--- config.mk ---
export PLATFORM = sky130hd
export DESIGN_NAME = ecpfh_engine
export DESIGN_NICKNAME = d
export VERILOG_FILES = /design/src/rtl/ecpfh_pkg.sv /design/src/rtl/ecpfh_engine.sv
export VERILOG_INCLUDE_DIRS = /design/src /design/src/rtl
export SDC_FILE = /design/constraint.sdc
export NUM_CORES = 1
export LEC_CHECK = 0
export BUFFER_PORTS_ARGS = -buffer_cell sky130_fd_sc_hd__clkbuf_2
export CAP_MARGIN = 20
export CORE_ASPECT_RATIO = 1.75
export CORE_MARGIN = 5
export CORE_UTILIZATION = 55
export CTS_CLUSTER_DIAMETER = 120
export DETAILED_ROUTE_END_ITERATION = 10
export PLACE_DENSITY = 0.82
export SYNTH_ARGS = -nofsm -noshare
export SYNTH_HDL_FRONTEND = slang
export SYNTH_SLANG_ARGS = --single-unit
export TNS_END_PERCENT = 10
--- constraint.sdc ---
create_clock -name ref_clk -period 2 [get_ports ref_clk]
set_clock_uncertainty 0.1 [all_clocks]
set_input_delay 0.1 -clock ref_clk [delete_from_list [all_inputs] [get_ports ref_clk]]
set_output_delay 0.1 -clock ref_clk [all_outputs]
set_load 0.03 [all_outputs]
--- src/rtl/ecpfh_defines.svh ---
// Timing constants for the parallel port handshake engine
`ifndef ECPFH_DEFINES_SVH
`define ECPFH_DEFINES_SVH
`define ECPFH_CLK_NS        100
`define ECPFH_SETUP_NS      600
`define ECPFH_STROBE_NS     600
`define ECPFH_HOLD_NS       450
`define ECPFH_BUSY_GAP_NS   680
`define ECPFH_FILT_MIN_NS   75
`define ECPFH_RESP_MIN_NS   80
`define ECPFH_RESP_MAX_NS   200
// Least times round up, one cycle at the least
`define ECPFH_CYC_UP(ns)    ((((ns) + `ECPFH_CLK_NS - 1) / `ECPFH_CLK_NS) < 1 ? 1 : \
                             (((ns) + `ECPFH_CLK_NS - 1) / `ECPFH_CLK_NS))
`define ECPFH_SETUP_CYC     `ECPFH_CYC_UP(`ECPFH_SETUP_NS)
`define ECPFH_STROBE_CYC    `ECPFH_CYC_UP(`ECPFH_STROBE_NS)
`define ECPFH_HOLD_CYC      `ECPFH_CYC_UP(`ECPFH_HOLD_NS)
`define ECPFH_BUSY_GAP_CYC  `ECPFH_CYC_UP(`ECPFH_BUSY_GAP_NS)
`define ECPFH_FILT_CYC      `ECPFH_CYC_UP(`ECPFH_FILT_MIN_NS)
`define ECPFH_RESP_CYC      `ECPFH_CYC_UP(`ECPFH_RESP_MIN_NS)
`define ECPFH_CNT_W         4
`endif

--- src/rtl/ecpfh_pkg.sv ---
// Types for the parallel port handshake engine
package ecpfh_pkg;
  // Operating mode of the port
  typedef enum logic [1:0] {
    ecpfh_mode_compat_fifo,
    ecpfh_mode_ecp_fwd,
    ecpfh_mode_ecp_rev
  } ecpfh_mode_t;
  // Cable pins driven by the host
  typedef struct packed {
    logic [7:0] data;       // cable_data_bus level
    logic       data_oe;    // Data drivers on
    logic       strobe;     // host_strobe_line / HostClk level
    logic       strobe_oe;  // Strobe driver on
    logic       autofeed;   // autofeed_line / HostAck level
    logic       autofeed_oe;// Autofeed driver on
    logic       push_pull;  // Totem-pole drivers selected
  } ecpfh_pins_t;
endpackage

--- src/rtl/ecpfh_engine.sv ---
// Parallel port FIFO and extended-capability handshake engine
//   Contract
// - Compat FIFO: next byte on busy only
// - Forward idle: HostClk high, ack low
// - Forward: wait ack low, strobe, release
// - Reverse request accepted at any time; code reports it in extended forward mode only
// - Reverse idle: PeriphClk high, HostAck low
// - Reverse: HostAck up, latch, HostAck down
// - Driver type switches without output glitch
// - Data setup and strobe width 600 ns
// - Data hold 450 ns or busy
// - Strobe waits 680 ns after busy
// - PeriphAck filtered 75 to 130 ns
// - PeriphClk filtered 75 to 130 ns
// - HostClk 80 to 200 ns after ack
// - HostAck 80 to 200 ns after PeriphClk
// - Stall HostAck on full or count
`timescale 1ns/10ps
`include "ecpfh_defines.svh"
module ecpfh_engine (
  input  wire logic                  ref_clk,
  input  wire logic                  resetn,
  input  wire logic                  clk_en,
  input  wire ecpfh_pkg::ecpfh_mode_t mode,
  input  wire logic                  tx_valid,
  output logic                       tx_ready,
  input  wire logic [7:0]            tx_data,
  output logic                       rx_valid,
  output logic [7:0]                 rx_data,
  input  wire logic                  rx_room,
  input  wire logic                  term_count,
  input  wire logic                  busy_pin,
  input  wire logic                  ack_pin,
  input  wire logic                  fault_line_n,
  input  wire logic [7:0]            data_pin,
  output ecpfh_pkg::ecpfh_pins_t     pins,
  output logic                       rev_request
);
  localparam int CW = `ECPFH_CNT_W;
  localparam logic [CW-1:0] SETUP_C = CW'(`ECPFH_SETUP_CYC);
  localparam logic [CW-1:0] STROBE_C = CW'(`ECPFH_STROBE_CYC);
  localparam logic [CW-1:0] HOLD_C = CW'(`ECPFH_HOLD_CYC);
  localparam logic [CW-1:0] GAP_C = CW'(`ECPFH_BUSY_GAP_CYC);
  localparam logic [CW-1:0] FILT_C = CW'(`ECPFH_FILT_CYC);
  localparam logic [CW-1:0] RESP_C = CW'(`ECPFH_RESP_CYC);

  // Saturating count-down step
  function automatic logic [CW-1:0] dec_sat(input logic [CW-1:0] v);
    dec_sat = (v == '0) ? '0 : v - CW'(1);
  endfunction

  ////////////////////////////////////////////////////////////////////
  // Input synchronisers
  logic [2:0] sync1_r;   // First stage, read only by second
  logic [2:0] sync2_r;   // Second stage, safe to use
  logic [7:0] dsync1_r;  // Data first stage
  logic [7:0] dsync2_r;  // Data second stage
  // Two flops per cable input before any use
  always_ff @(posedge ref_clk or negedge resetn) begin
    if (!resetn) begin
      // Idle levels: request high, PeriphClk high, busy low; avoids a false busy edge
      sync1_r  <= 3'h6;
      sync2_r  <= 3'h6;
      dsync1_r <= 8'h00;
      dsync2_r <= 8'h00;
    end else if (clk_en) begin
      sync1_r  <= {fault_line_n, ack_pin, busy_pin};
      sync2_r  <= sync1_r;
      dsync1_r <= data_pin;
      dsync2_r <= dsync1_r;
    end
  end
  wire busy_s = sync2_r[0];  // PeriphAck / Busy
  wire ack_s  = sync2_r[1];  // PeriphClk / periph_ack_pulse_line
  wire req_s  = ~sync2_r[2]; // Reverse request, active when low

  ////////////////////////////////////////////////////////////////////
  // Glitch filters: level accepted once stable for the interval
  logic          busy_f_r;    // Filtered busy
  logic          ack_f_r;     // Filtered PeriphClk
  logic [CW-1:0] bfc_r;       // Busy stability count
  logic [CW-1:0] afc_r;       // PeriphClk stability count
  always_ff @(posedge ref_clk or negedge resetn) begin
    if (!resetn) begin
      busy_f_r <= 1'b0;
      bfc_r    <= '0;
    end else if (clk_en) begin
      if (busy_s == busy_f_r) begin
        bfc_r <= '0;
      end else if (bfc_r >= FILT_C - CW'(1)) begin
        busy_f_r <= busy_s;
        bfc_r    <= '0;
      end else begin
        bfc_r <= bfc_r + CW'(1);
      end
    end
  end
  always_ff @(posedge ref_clk or negedge resetn) begin
    if (!resetn) begin
      ack_f_r <= 1'b1;
      afc_r   <= '0;
    end else if (clk_en) begin
      if (ack_s == ack_f_r) begin
        afc_r <= '0;
      end else if (afc_r >= FILT_C - CW'(1)) begin
        ack_f_r <= ack_s;
        afc_r   <= '0;
      end else begin
        afc_r <= afc_r + CW'(1);
      end
    end
  end

  // Request is level-sensitive and honoured in any forward state, in extended forward mode only
  always_ff @(posedge ref_clk or negedge resetn) begin
    if (!resetn) begin
      rev_request <= 1'b0;
    end else if (clk_en) begin
      rev_request <= req_s && (mode == ecpfh_pkg::ecpfh_mode_ecp_fwd);
    end
  end

  ////////////////////////////////////////////////////////////////////
  // Forward engine (compat FIFO and extended forward)
  typedef enum logic [2:0] {
    F_IDLE, F_SETUP, F_STROBE, F_WAIT_BUSY, F_HOLD, F_GAP
  } ecpfh_fst_t;
  ecpfh_fst_t    fst_r;     // Forward state
  logic [CW-1:0] ftm_r;     // Forward timer
  logic [7:0]    fdata_r;   // Byte on the cable
  logic          strobe_r;  // HostClk level, high idle
  wire compat = (mode == ecpfh_pkg::ecpfh_mode_compat_fifo);
  wire fwd_on = compat || (mode == ecpfh_pkg::ecpfh_mode_ecp_fwd);
  assign tx_ready = fwd_on && (fst_r == F_IDLE) && !busy_f_r;
  // Ack pulse line deliberately not consulted in compat mode
  always_ff @(posedge ref_clk or negedge resetn) begin
    if (!resetn) begin
      fst_r    <= F_IDLE;
      ftm_r    <= '0;
      fdata_r  <= 8'h00;
      strobe_r <= 1'b1;
    end else if (clk_en) begin
      ftm_r <= dec_sat(ftm_r);
      case (fst_r)
        F_IDLE: begin
          strobe_r <= 1'b1;
          if (tx_valid && tx_ready) begin
            fdata_r <= tx_data;
            if (compat) begin
              ftm_r <= SETUP_C;
              fst_r <= F_SETUP;
            end else begin
              // Extended: data and HostClk together; a setup stage here
              // would push HostClk past 200 ns after filtered PeriphAck
              strobe_r <= 1'b0;
              ftm_r    <= '0;
              fst_r    <= F_STROBE;
            end
          end
        end
        F_SETUP: begin
          if (ftm_r <= CW'(1)) begin
            strobe_r <= 1'b0;
            ftm_r    <= compat ? STROBE_C : '0;
            fst_r    <= F_STROBE;
          end
        end
        F_STROBE: begin
          if (compat) begin
            if (ftm_r <= CW'(1)) begin
              strobe_r <= 1'b1;
              ftm_r    <= HOLD_C;
              fst_r    <= F_HOLD;
            end
          end else if (busy_f_r) begin
            strobe_r <= 1'b1;
            fst_r    <= F_WAIT_BUSY;
          end
        end
        F_WAIT_BUSY: begin
          // Peripheral lowers PeriphAck when ready for the next byte
          if (!busy_f_r) begin
            fst_r <= F_IDLE;
          end
        end
        F_HOLD: begin
          if (ftm_r <= CW'(1) && !busy_f_r) begin
            ftm_r <= GAP_C;
            fst_r <= F_GAP;
          end
        end
        F_GAP: begin
          if (busy_f_r) begin
            ftm_r <= GAP_C;
          end else if (ftm_r <= CW'(1)) begin
            fst_r <= F_IDLE;
          end
        end
        default: fst_r <= F_IDLE;
      endcase
    end
  end

  ////////////////////////////////////////////////////////////////////
  // Reverse engine
  typedef enum logic [1:0] {R_IDLE, R_RESP, R_ACKED} ecpfh_rst_t;
  ecpfh_rst_t    rst_r;     // Reverse state
  logic [CW-1:0] rtm_r;     // Reverse timer
  logic          hack_r;    // HostAck level
  wire rev_on  = (mode == ecpfh_pkg::ecpfh_mode_ecp_rev);
  wire can_rx  = rx_room && !term_count;
  always_ff @(posedge ref_clk or negedge resetn) begin
    if (!resetn) begin
      rst_r    <= R_IDLE;
      rtm_r    <= '0;
      hack_r   <= 1'b0;
      rx_valid <= 1'b0;
      rx_data  <= 8'h00;
    end else if (clk_en) begin
      rx_valid <= 1'b0;
      rtm_r    <= dec_sat(rtm_r);
      case (rst_r)
        R_IDLE: begin
          hack_r <= 1'b0;
          if (rev_on && !ack_f_r) begin
            rtm_r <= RESP_C;
            rst_r <= R_RESP;
          end
        end
        R_RESP: begin
          // Held low while stalled
          if (!rev_on) begin
            rst_r <= R_IDLE;
          end else if (rtm_r <= CW'(1) && can_rx) begin
            hack_r <= 1'b1;
            rst_r  <= R_ACKED;
          end
        end
        R_ACKED: begin
          if (ack_f_r) begin
            rx_data  <= dsync2_r;
            rx_valid <= 1'b1;
            hack_r   <= 1'b0;
            rst_r    <= R_IDLE;
          end
        end
        default: rst_r <= R_IDLE;
      endcase
    end
  end

  ////////////////////////////////////////////////////////////////////
  // Pin drive; driver type changes only while forward is idle
  logic pp_r;  // Push-pull selected
  always_ff @(posedge ref_clk or negedge resetn) begin
    if (!resetn) begin
      pp_r <= 1'b0;
    end else if (clk_en && fst_r == F_IDLE && strobe_r) begin
      pp_r <= !compat;
    end
  end
  // Open collector strobe and autofeed only drive lows; push-pull drives both levels; data drives both levels outside reverse
  always_comb begin
    pins.data        = fdata_r;
    pins.data_oe     = !rev_on;
    pins.strobe      = strobe_r;
    pins.strobe_oe   = pp_r || !strobe_r;
    pins.autofeed    = hack_r;
    pins.autofeed_oe = pp_r || !hack_r;
    pins.push_pull   = pp_r;
  end

  ////////////////////////////////////////////////////////////////////
  // Checks
  a_strobe_width: assert property (@(posedge ref_clk) disable iff (!resetn)
    (clk_en && compat && $fell(strobe_r)) |-> !strobe_r [*6])
    else $error("strobe pulse too short");
  a_idle_strobe: assert property (@(posedge ref_clk) disable iff (!resetn)
    (fst_r == F_IDLE && $past(fst_r) == F_IDLE) |-> strobe_r)
    else $error("HostClk low while idle");
  a_fwd_release: assert property (@(posedge ref_clk) disable iff (!resetn)
    (clk_en && !compat && fst_r == F_STROBE && busy_f_r) |=> strobe_r)
    else $error("HostClk not released after ack");
  a_fwd_resp: assert property (@(posedge ref_clk) disable iff (!resetn)
    (clk_en && !compat && fst_r == F_IDLE && tx_valid && tx_ready) |=> !strobe_r)
    else $error("HostClk late after take");
  a_stall_hack: assert property (@(posedge ref_clk) disable iff (!resetn)
    (rst_r == R_RESP && !can_rx) |=> !hack_r)
    else $error("HostAck raised while stalled");
  a_rev_resp: assert property (@(posedge ref_clk) disable iff (!resetn)
    (clk_en && rev_on && rst_r == R_IDLE && !ack_f_r) ##1 (clk_en && rev_on && can_rx)
    |=> hack_r)
    else $error("HostAck late after PeriphClk");
  a_rev_latch: assert property (@(posedge ref_clk) disable iff (!resetn)
    (clk_en && rst_r == R_ACKED && ack_f_r) |=> (rx_valid && !hack_r))
    else $error("reverse byte not latched");
  a_busy_filter: assert property (@(posedge ref_clk) disable iff (!resetn)
    (clk_en && $changed(busy_f_r)) |-> $past(busy_s) == busy_f_r)
    else $error("busy filter took unstable level");
  a_ack_filter: assert property (@(posedge ref_clk) disable iff (!resetn)
    (clk_en && $changed(ack_f_r)) |-> $past(ack_s) == ack_f_r)
    else $error("PeriphClk filter took unstable level");
  a_gap_wait: assert property (@(posedge ref_clk) disable iff (!resetn)
    (clk_en && fst_r == F_GAP && busy_f_r) |=> fst_r == F_GAP)
    else $error("strobe gap ended while busy");
  a_hold_data: assert property (@(posedge ref_clk) disable iff (!resetn)
    (fst_r != F_IDLE && $past(fst_r) != F_IDLE) |-> $stable(fdata_r))
    else $error("data changed during transfer");
  a_pp_idle: assert property (@(posedge ref_clk) disable iff (!resetn)
    $changed(pp_r) |-> $past(strobe_r))
    else $error("driver type changed mid pulse");
  c_compat_byte: cover property (@(posedge ref_clk) compat && fst_r == F_GAP);
  c_fwd_byte: cover property (@(posedge ref_clk) !compat && fst_r == F_WAIT_BUSY);
  c_rev_byte: cover property (@(posedge ref_clk) rx_valid);
  c_rev_stall: cover property (@(posedge ref_clk) rst_r == R_RESP && term_count);
endmodule

==> results of run 1 <==
[flip-flops by register name, summed over array words and instances, names as in the netlist]
signal,count
dsync1_r,8
dsync2_r,8
fdata_r,8
rx_data,8
ftm_r,4
rtm_r,4
fst_r,3
sync1_r,3
sync2_r,3
rst_r,2
ack_f_r,1
busy_f_r,1
hack_r,1
pp_r,1
rev_request,1
rx_valid,1
strobe_r,1
[layout by cell type, fill, tap and decap left out, types with 5 or more instances in the layout]
cell            n
a211oi_1        5
dfrtp_1        51
mux2_2         36
mux2_1          6
inv_1           6
clkbuf_2       50
nand2b_1        6
dfstp_2         6
o21ai_0        10
clkbuf_8       10
nand2_1         9
dlygate4sd3_1  20
buf_4           9
nor2_1         12
[worst max-delay path: stages (launching register included)]
cell     delay (ns)
dfrtp_2        0.49
buf_4          0.19
nor3_2         0.20
buf_4          0.17
and2_1         0.13
buf_2          0.19
[routing by layer]
metal  vias to the layer above  share of wire (%)  wire [µm]  global-route usage [%]
met2                        62                 55       3340                    33.8
met5                         -                  0          0                       0
met1                      1029                 38       2330                    22.2
met3                        14                5.0        304                    4.97
met4                         0                2.1        129                    8.17
li1                        996                  -          -                       -
[layout make-up]
| type | count | area share (%) |
|---|---|---|
| Clock buffer | 10 | 3.90 |
| Clock inverter | 6 | 2.52 |
| Sequential cell | 58 | 41.4 |
| Timing Repair Buffer | 81 | 15.4 |
| Multi-Input combinational cell | 152 | 34.2 |
| Inverter | 6 | 0.639 |
| Tap cell | 54 | 1.92 |
[cell families after synthesis]
logic type | Yosys count
AND/OR/NAND/NOR | 57
XOR/XNOR | 2
AO/OA/AOI/OAI | 49
multiplexers | 44
flip-flops | 58
buffers and inverters | 22
[through the flow]
stage | util [%] | hold WS, ns
global route | 71.5 | 0.149
global placement | 62.7 | 0.0245
floorplan | - | -0.296
CTS | 71.3 | 0.107
detailed placement | 62.7 | 0.0267
finish | 71.5 | 0.127
[repair_timing]
| item | 4_1_cts | 5_1_grt |
|---|---|---|
| endpoints found under the setup margin | 0 | 11 |
| resized for setup | 0 | 3 |
| hold buffers | 20 | 0 |
| endpoints found under the hold margin | 77 | 0 |
[power breakdown]
part	internal [W]	total, W	switching, W	leakage (nW)
combinational	0.000717	0.00160	0.000887	0.776
clock	0.000737	0.00121	0.000468	0.109
sequential	0.00147	0.00177	0.000300	0.716
[path summary, 6_finish.rpt]
check	start	endpoint	slack (ns)	cells past startpoint
setup / recovery	fst_r[0]$_DFFE_PN0P_	tx_ready	0.11	5
max in group asynchronous	resetn	sync1_r[1]$_DFFE_PN1P_	1.28	3
min in group asynchronous	resetn	fdata_r[0]$_DFFE_PN0P_	0.21	3
hold / removal	mode[0]	rst_r[1]$_DFFE_PN0P_	0.13	4
hold reg to reg	strobe_r$_DFFE_PN1P_	strobe_r$_DFFE_PN1P_	0.39	2
setup reg to reg	ftm_r[3]$_DFFE_PN0P_	fst_r[0]$_DFFE_PN0P_	0.11	4
==> metrics.md, run 1 <==
| Metric | Value |
|---|---|
| TritonRoute pass-1 iters | `4` |
| Drt first-iter violations | `41` |
| Cell with the most instances after synthesis | `dfrtp_1` |
| Req. time, crit path | `1.80 ns` |
| Fraction of layout cells with a size suffix above 1 | `41.9%` |
| WL final | `6110 µm` |
| First-pass GRT wire length | `10,300 µm` |
| Syn_nets | `259` |
| Total CTS buffers | `9` |
| Layout area overhead | `27.4%` |
| Worst relative slew slack | `60.6%` |
| Drc violations | `0` |
| Pleak | `1.60 nW` |
| Most used flip-flop cell after synthesis | `dfrtp_1` |
| Remaining antenna violation count | `0` |
| TritonCTS clock tree | `done` |
| Unrepaired setup endpoints after global routing | `false` |
| Worst slew pin tran | `0.587 ns` |
| Finished Cell Area | `3530 µm²` |
| Crit start category | `flop` |
| DR vias | `2,101` |
| Outcome | `complete, no violations` |
| Multiplexer share of the synthesized area | `17.8%` |
| Die Y-Extent | `104 µm` |
| Yosys top cell area share | `47.0%` |
| Synth Area in XOR/XNOR | `0.633%` |
| Dpl ws | `0.0858 ns` |
| Synth warn | `0` |
| Largest net degree at the start of global routing | `59` |
| # setup viols final | `0` |
| Vias per inst | `5.72` |
| N_diodes | `0` |
| Post-synthesis area per instance | `11.9 µm²` |
| Io pins | `52` |
| Die area | `6610 µm²` |
| Port Buffer Count | `51` |
| GP Congestion | `0.836` |
| TNS Setup | `0 ns` |
| Fillers | `341` |
| Top post-synthesis cells by area | `dfrtp_1 47%, mux2_2 15%, dfstp_2 5.7%` |
| Detailed placement HPWL | `3880 µm` |
| Die width | `63.6 µm` |
| Area of the multi-input gates | `1210 µm²` |
| Post-Synth Simple-Gate Area | `12.7%` |
| Placed instance area | `3090 µm²` |
| Clk slew on worst S/H paths | `0.07 ns` |
| Max Freq | `529 MHz` |
| Post-route insts no fill | `367` |
| Fin. max-slew vios | `0` |
| Leading area contributor after synthesis | `dfrtp_1` |
| Hold Crit Class | `primary input to flop` |
| Minimum clock period | `1.89 ns` |
| Mapped Cells | `232` |
| CTS Buffer Depth | `2` |
| FF+latch area | `1460 µm²` |
| Nets@finish | `335` |
| Total power | `0.00458 W` |
| Tcrit/Tclk final | `94.5%` |
| Initial antenna violation count | `0` |
| CTS root buffer | `clkbuf_8` |
| H-tree depth | `3` |
| Wirelength per Cell | `16.6 µm` |
| Vias in the first global route | `2,201` |
| Post-CTS setup buffer count | `0` |
| Gr ovfl total | `0` |
| PwrDens | `1300 nW/µm²` |
| Synthesized flop and latch total | `58` |
| Core area | `4930 µm²` |
| CP arrival | `1.69 ns` |
| CP Max Fanout | `14` |
| Synth Area in Compound Gates | `12.2%` |
| Setup ws final | `0.110 ns` |
| Synthesized-area fraction occupied by adder cells | `0%` |
| Async S/R FF share, synth | `100%` |
| Largest family of logic cells by synthesized area | `multiplexers` |
| Row cnt | `34` |
| Initial Util | `56.1%` |
| Placed Cells | `331` |
| Worst skew pair latency | `0.32 ns` |
| Worst ir drop on vdd | `1.23 mV` |
| Post-synth EDFFs | `0` |
| GRT Util Overall | `19.5%` |
| Maxcap violations | `0` |
| Final Hold Viols | `0` |
| CP Capture Type | `primary output` |
| Setup CP Type | `flop to primary output` |
| Netlist Area Pre-Place | `2770 µm²` |
| Commonest cells post-synth | `52 x dfrtp_1, 36 x mux2_2, 12 x nor2_1, 10 x o21ai_0, 9 x nand2_1` |
| Clock Sinks | `58` |
| Number of library cell types mapped by synthesis | `58` |
| Seq/Total Area, Yosys | `52.7%` |
Note: power is estimated with default switching activity, not from simulation.
==> run 2: changes to the inputs <==
==> constraint.sdc (replaced) <==
create_clock -name ref_clk -period 2 [get_ports ref_clk]
set_clock_uncertainty 0.1 [all_clocks]
set_input_delay 0.4 -clock ref_clk [delete_from_list [all_inputs] [get_ports ref_clk]]
set_output_delay 0.4 -clock ref_clk [all_outputs]
set_load 0.03 [all_outputs]
==> metrics.md, run 2 (synthesized netlist as in run 1, its figures left out) <==
| Metric | Value |
|---|---|
| WL final | `5790 µm` |
| Unrepaired setup endpoints after global routing | `false` |
| Remaining antenna violation count | `0` |
| TritonCTS clock tree | `done` |
| Io pins | `52` |
| Total CTS buffers | `9` |
| CP arrival | `1.39 ns` |
| Setup CP Type | `flop to primary output` |
| Die area | `6610 µm²` |
| First-pass GRT wire length | `10,000 µm` |
| Outcome | `complete, no violations` |
| Port Buffer Count | `51` |
| Fin. max-slew vios | `0` |
| Total power | `0.00440 W` |
| Pleak | `1.54 nW` |
| Drt first-iter violations | `91` |
| Core area | `4930 µm²` |
| # setup viols final | `0` |
| Drc violations | `0` |
| Clock Sinks | `58` |
| Maxcap violations | `0` |
| Most common cell after layout, fill and taps aside | `clkbuf_2` |
| Wirelength per Cell | `16.4 µm` |
| N_diodes | `0` |
| Nets@finish | `321` |
| Tcrit/Tclk final | `94.4%` |
| Fillers | `389` |
| Most frequent cells in the layout | `50 x clkbuf_2, 49 x dfrtp_1, 36 x mux2_2, 15 x buf_4, 12 x nor2_1` |
| Row cnt | `34` |
| Worst slew pin tran | `0.501 ns` |
| Vias per inst | `5.80` |
| Detailed placement HPWL | `4110 µm` |
| CTS root buffer | `clkbuf_8` |
| Final Hold Viols | `0` |
| Largest net degree at the start of global routing | `59` |
| Gr ovfl total | `0` |
| Req. time, crit path | `1.50 ns` |
| TritonRoute pass-1 iters | `4` |
| DR vias | `2,049` |
| Initial Util | `56.1%` |
| Die Y-Extent | `104 µm` |
| CP Max Fanout | `10` |
| Vias in the first global route | `2,178` |
| Worst skew pair latency | `0.33 ns` |
| Die width | `63.6 µm` |
| CP Capture Type | `primary output` |
| GRT Util Overall | `18.8%` |
| Hold Crit Class | `primary input to flop` |
| H-tree depth | `3` |
| Minimum clock period | `1.89 ns` |
| GP Congestion | `0.864` |
| Dpl ws | `0.0465 ns` |
| Clk slew on worst S/H paths | `0.06 ns` |
| Crit start category | `flop` |
| PwrDens | `1310 nW/µm²` |
| Max Freq | `530 MHz` |
| Initial antenna violation count | `0` |
| Layout area overhead | `21.1%` |
| Fraction of layout cells with a size suffix above 1 | `45.8%` |
| TNS Setup | `0 ns` |
| Setup ws final | `0.112 ns` |
| Layout Utilization | `68.0%` |
| Worst relative slew slack | `65.7%` |
| Worst ir drop on vdd | `0.962 mV` |
| CTS Buffer Depth | `2` |
run 2: cell types whose count changed in the layout (fill, tap and decap cells not counted):
cell	delta
dlygate4sd3_1	-19
buf_4	+6
clkinv_2	+2
clkinvlp_4	-2
dfrtp_1	-2
dfrtp_2	+2
buf_2	-1
bufinv_16	-1
clkbuf_1	+1
clkinv_4	+1
inv_6	-1
nor3_2	-1
nor3_4	+1
run 2: cell type report:
class	count	area [µm²]	area share (%)
sequential	58	1460	43.6
multi-input combinational	152	1210	36.2
timing repair buffer	67	393	11.7
clock buffer	11	141	4.21
tap	54	67.6	2.01
clock inverter	5	53.8	1.60
inverter	6	22.5	0.671
run 2: per-stage QoR:
stage               std cells  hold slack [ns]  cell area [µm²]
floorplan                 232          0.00441             2770
global placement          333            0.321             3110
detailed placement        333            0.330             3110
CTS                       353            0.177             3350
global route              353            0.194             3350
finish                    353            0.190             3350
run 2: timing repair:
item	in CTS	in global routing
setup endpoints to repair	1	4
gates resized for setup	4	3
hold buffers	1	0
endpoints found under the hold margin	52	0
buffers inserted	3	0
pin swaps	1	0
run 2: final timing paths:
kind                                          from                 endpoint  slack (ns)  depth (start not counted)
max                           fst_r[1]$_DFFE_PN0P_                 tx_ready        0.11                          4
min                                     tx_data[1]   fdata_r[1]$_DFFE_PN0P_        0.19                          2
max reg2reg                   fst_r[2]$_DFFE_PN0P_     fst_r[1]$_DFFE_PN0P_        0.11                          6
min reg2reg                rev_request$_DFFE_PN0P_  rev_request$_DFFE_PN0P_        0.39                          1
max in group asynchronous                   resetn      ack_f_r$_DFFE_PN1P_        0.99                          3
min in group asynchronous                   resetn   fdata_r[0]$_DFFE_PN0P_        0.50                          3
run 2: critical path: stages (launching register included):
cell,delay (ns)
dfrtp_2,0.44
buf_4,0.19
nor3_4,0.12
and2_1,0.15
buf_4,0.15
run 2: power breakdown:
group	total, W	leakage [nW]	internal [W]	switching, W
clock network	0.00106	0.103	0.000605	0.000453
logic	0.00161	0.722	0.000712	0.000902
registers	0.00173	0.713	0.00146	0.000264
run 2: metal layers:
metal | global-route usage [%] | routed length, µm
met1 | 22.7 | 2360
met2 | 30.7 | 3030
met3 | 4.54 | 245
met4 | 9.51 | 150
met5 | 0 | 0
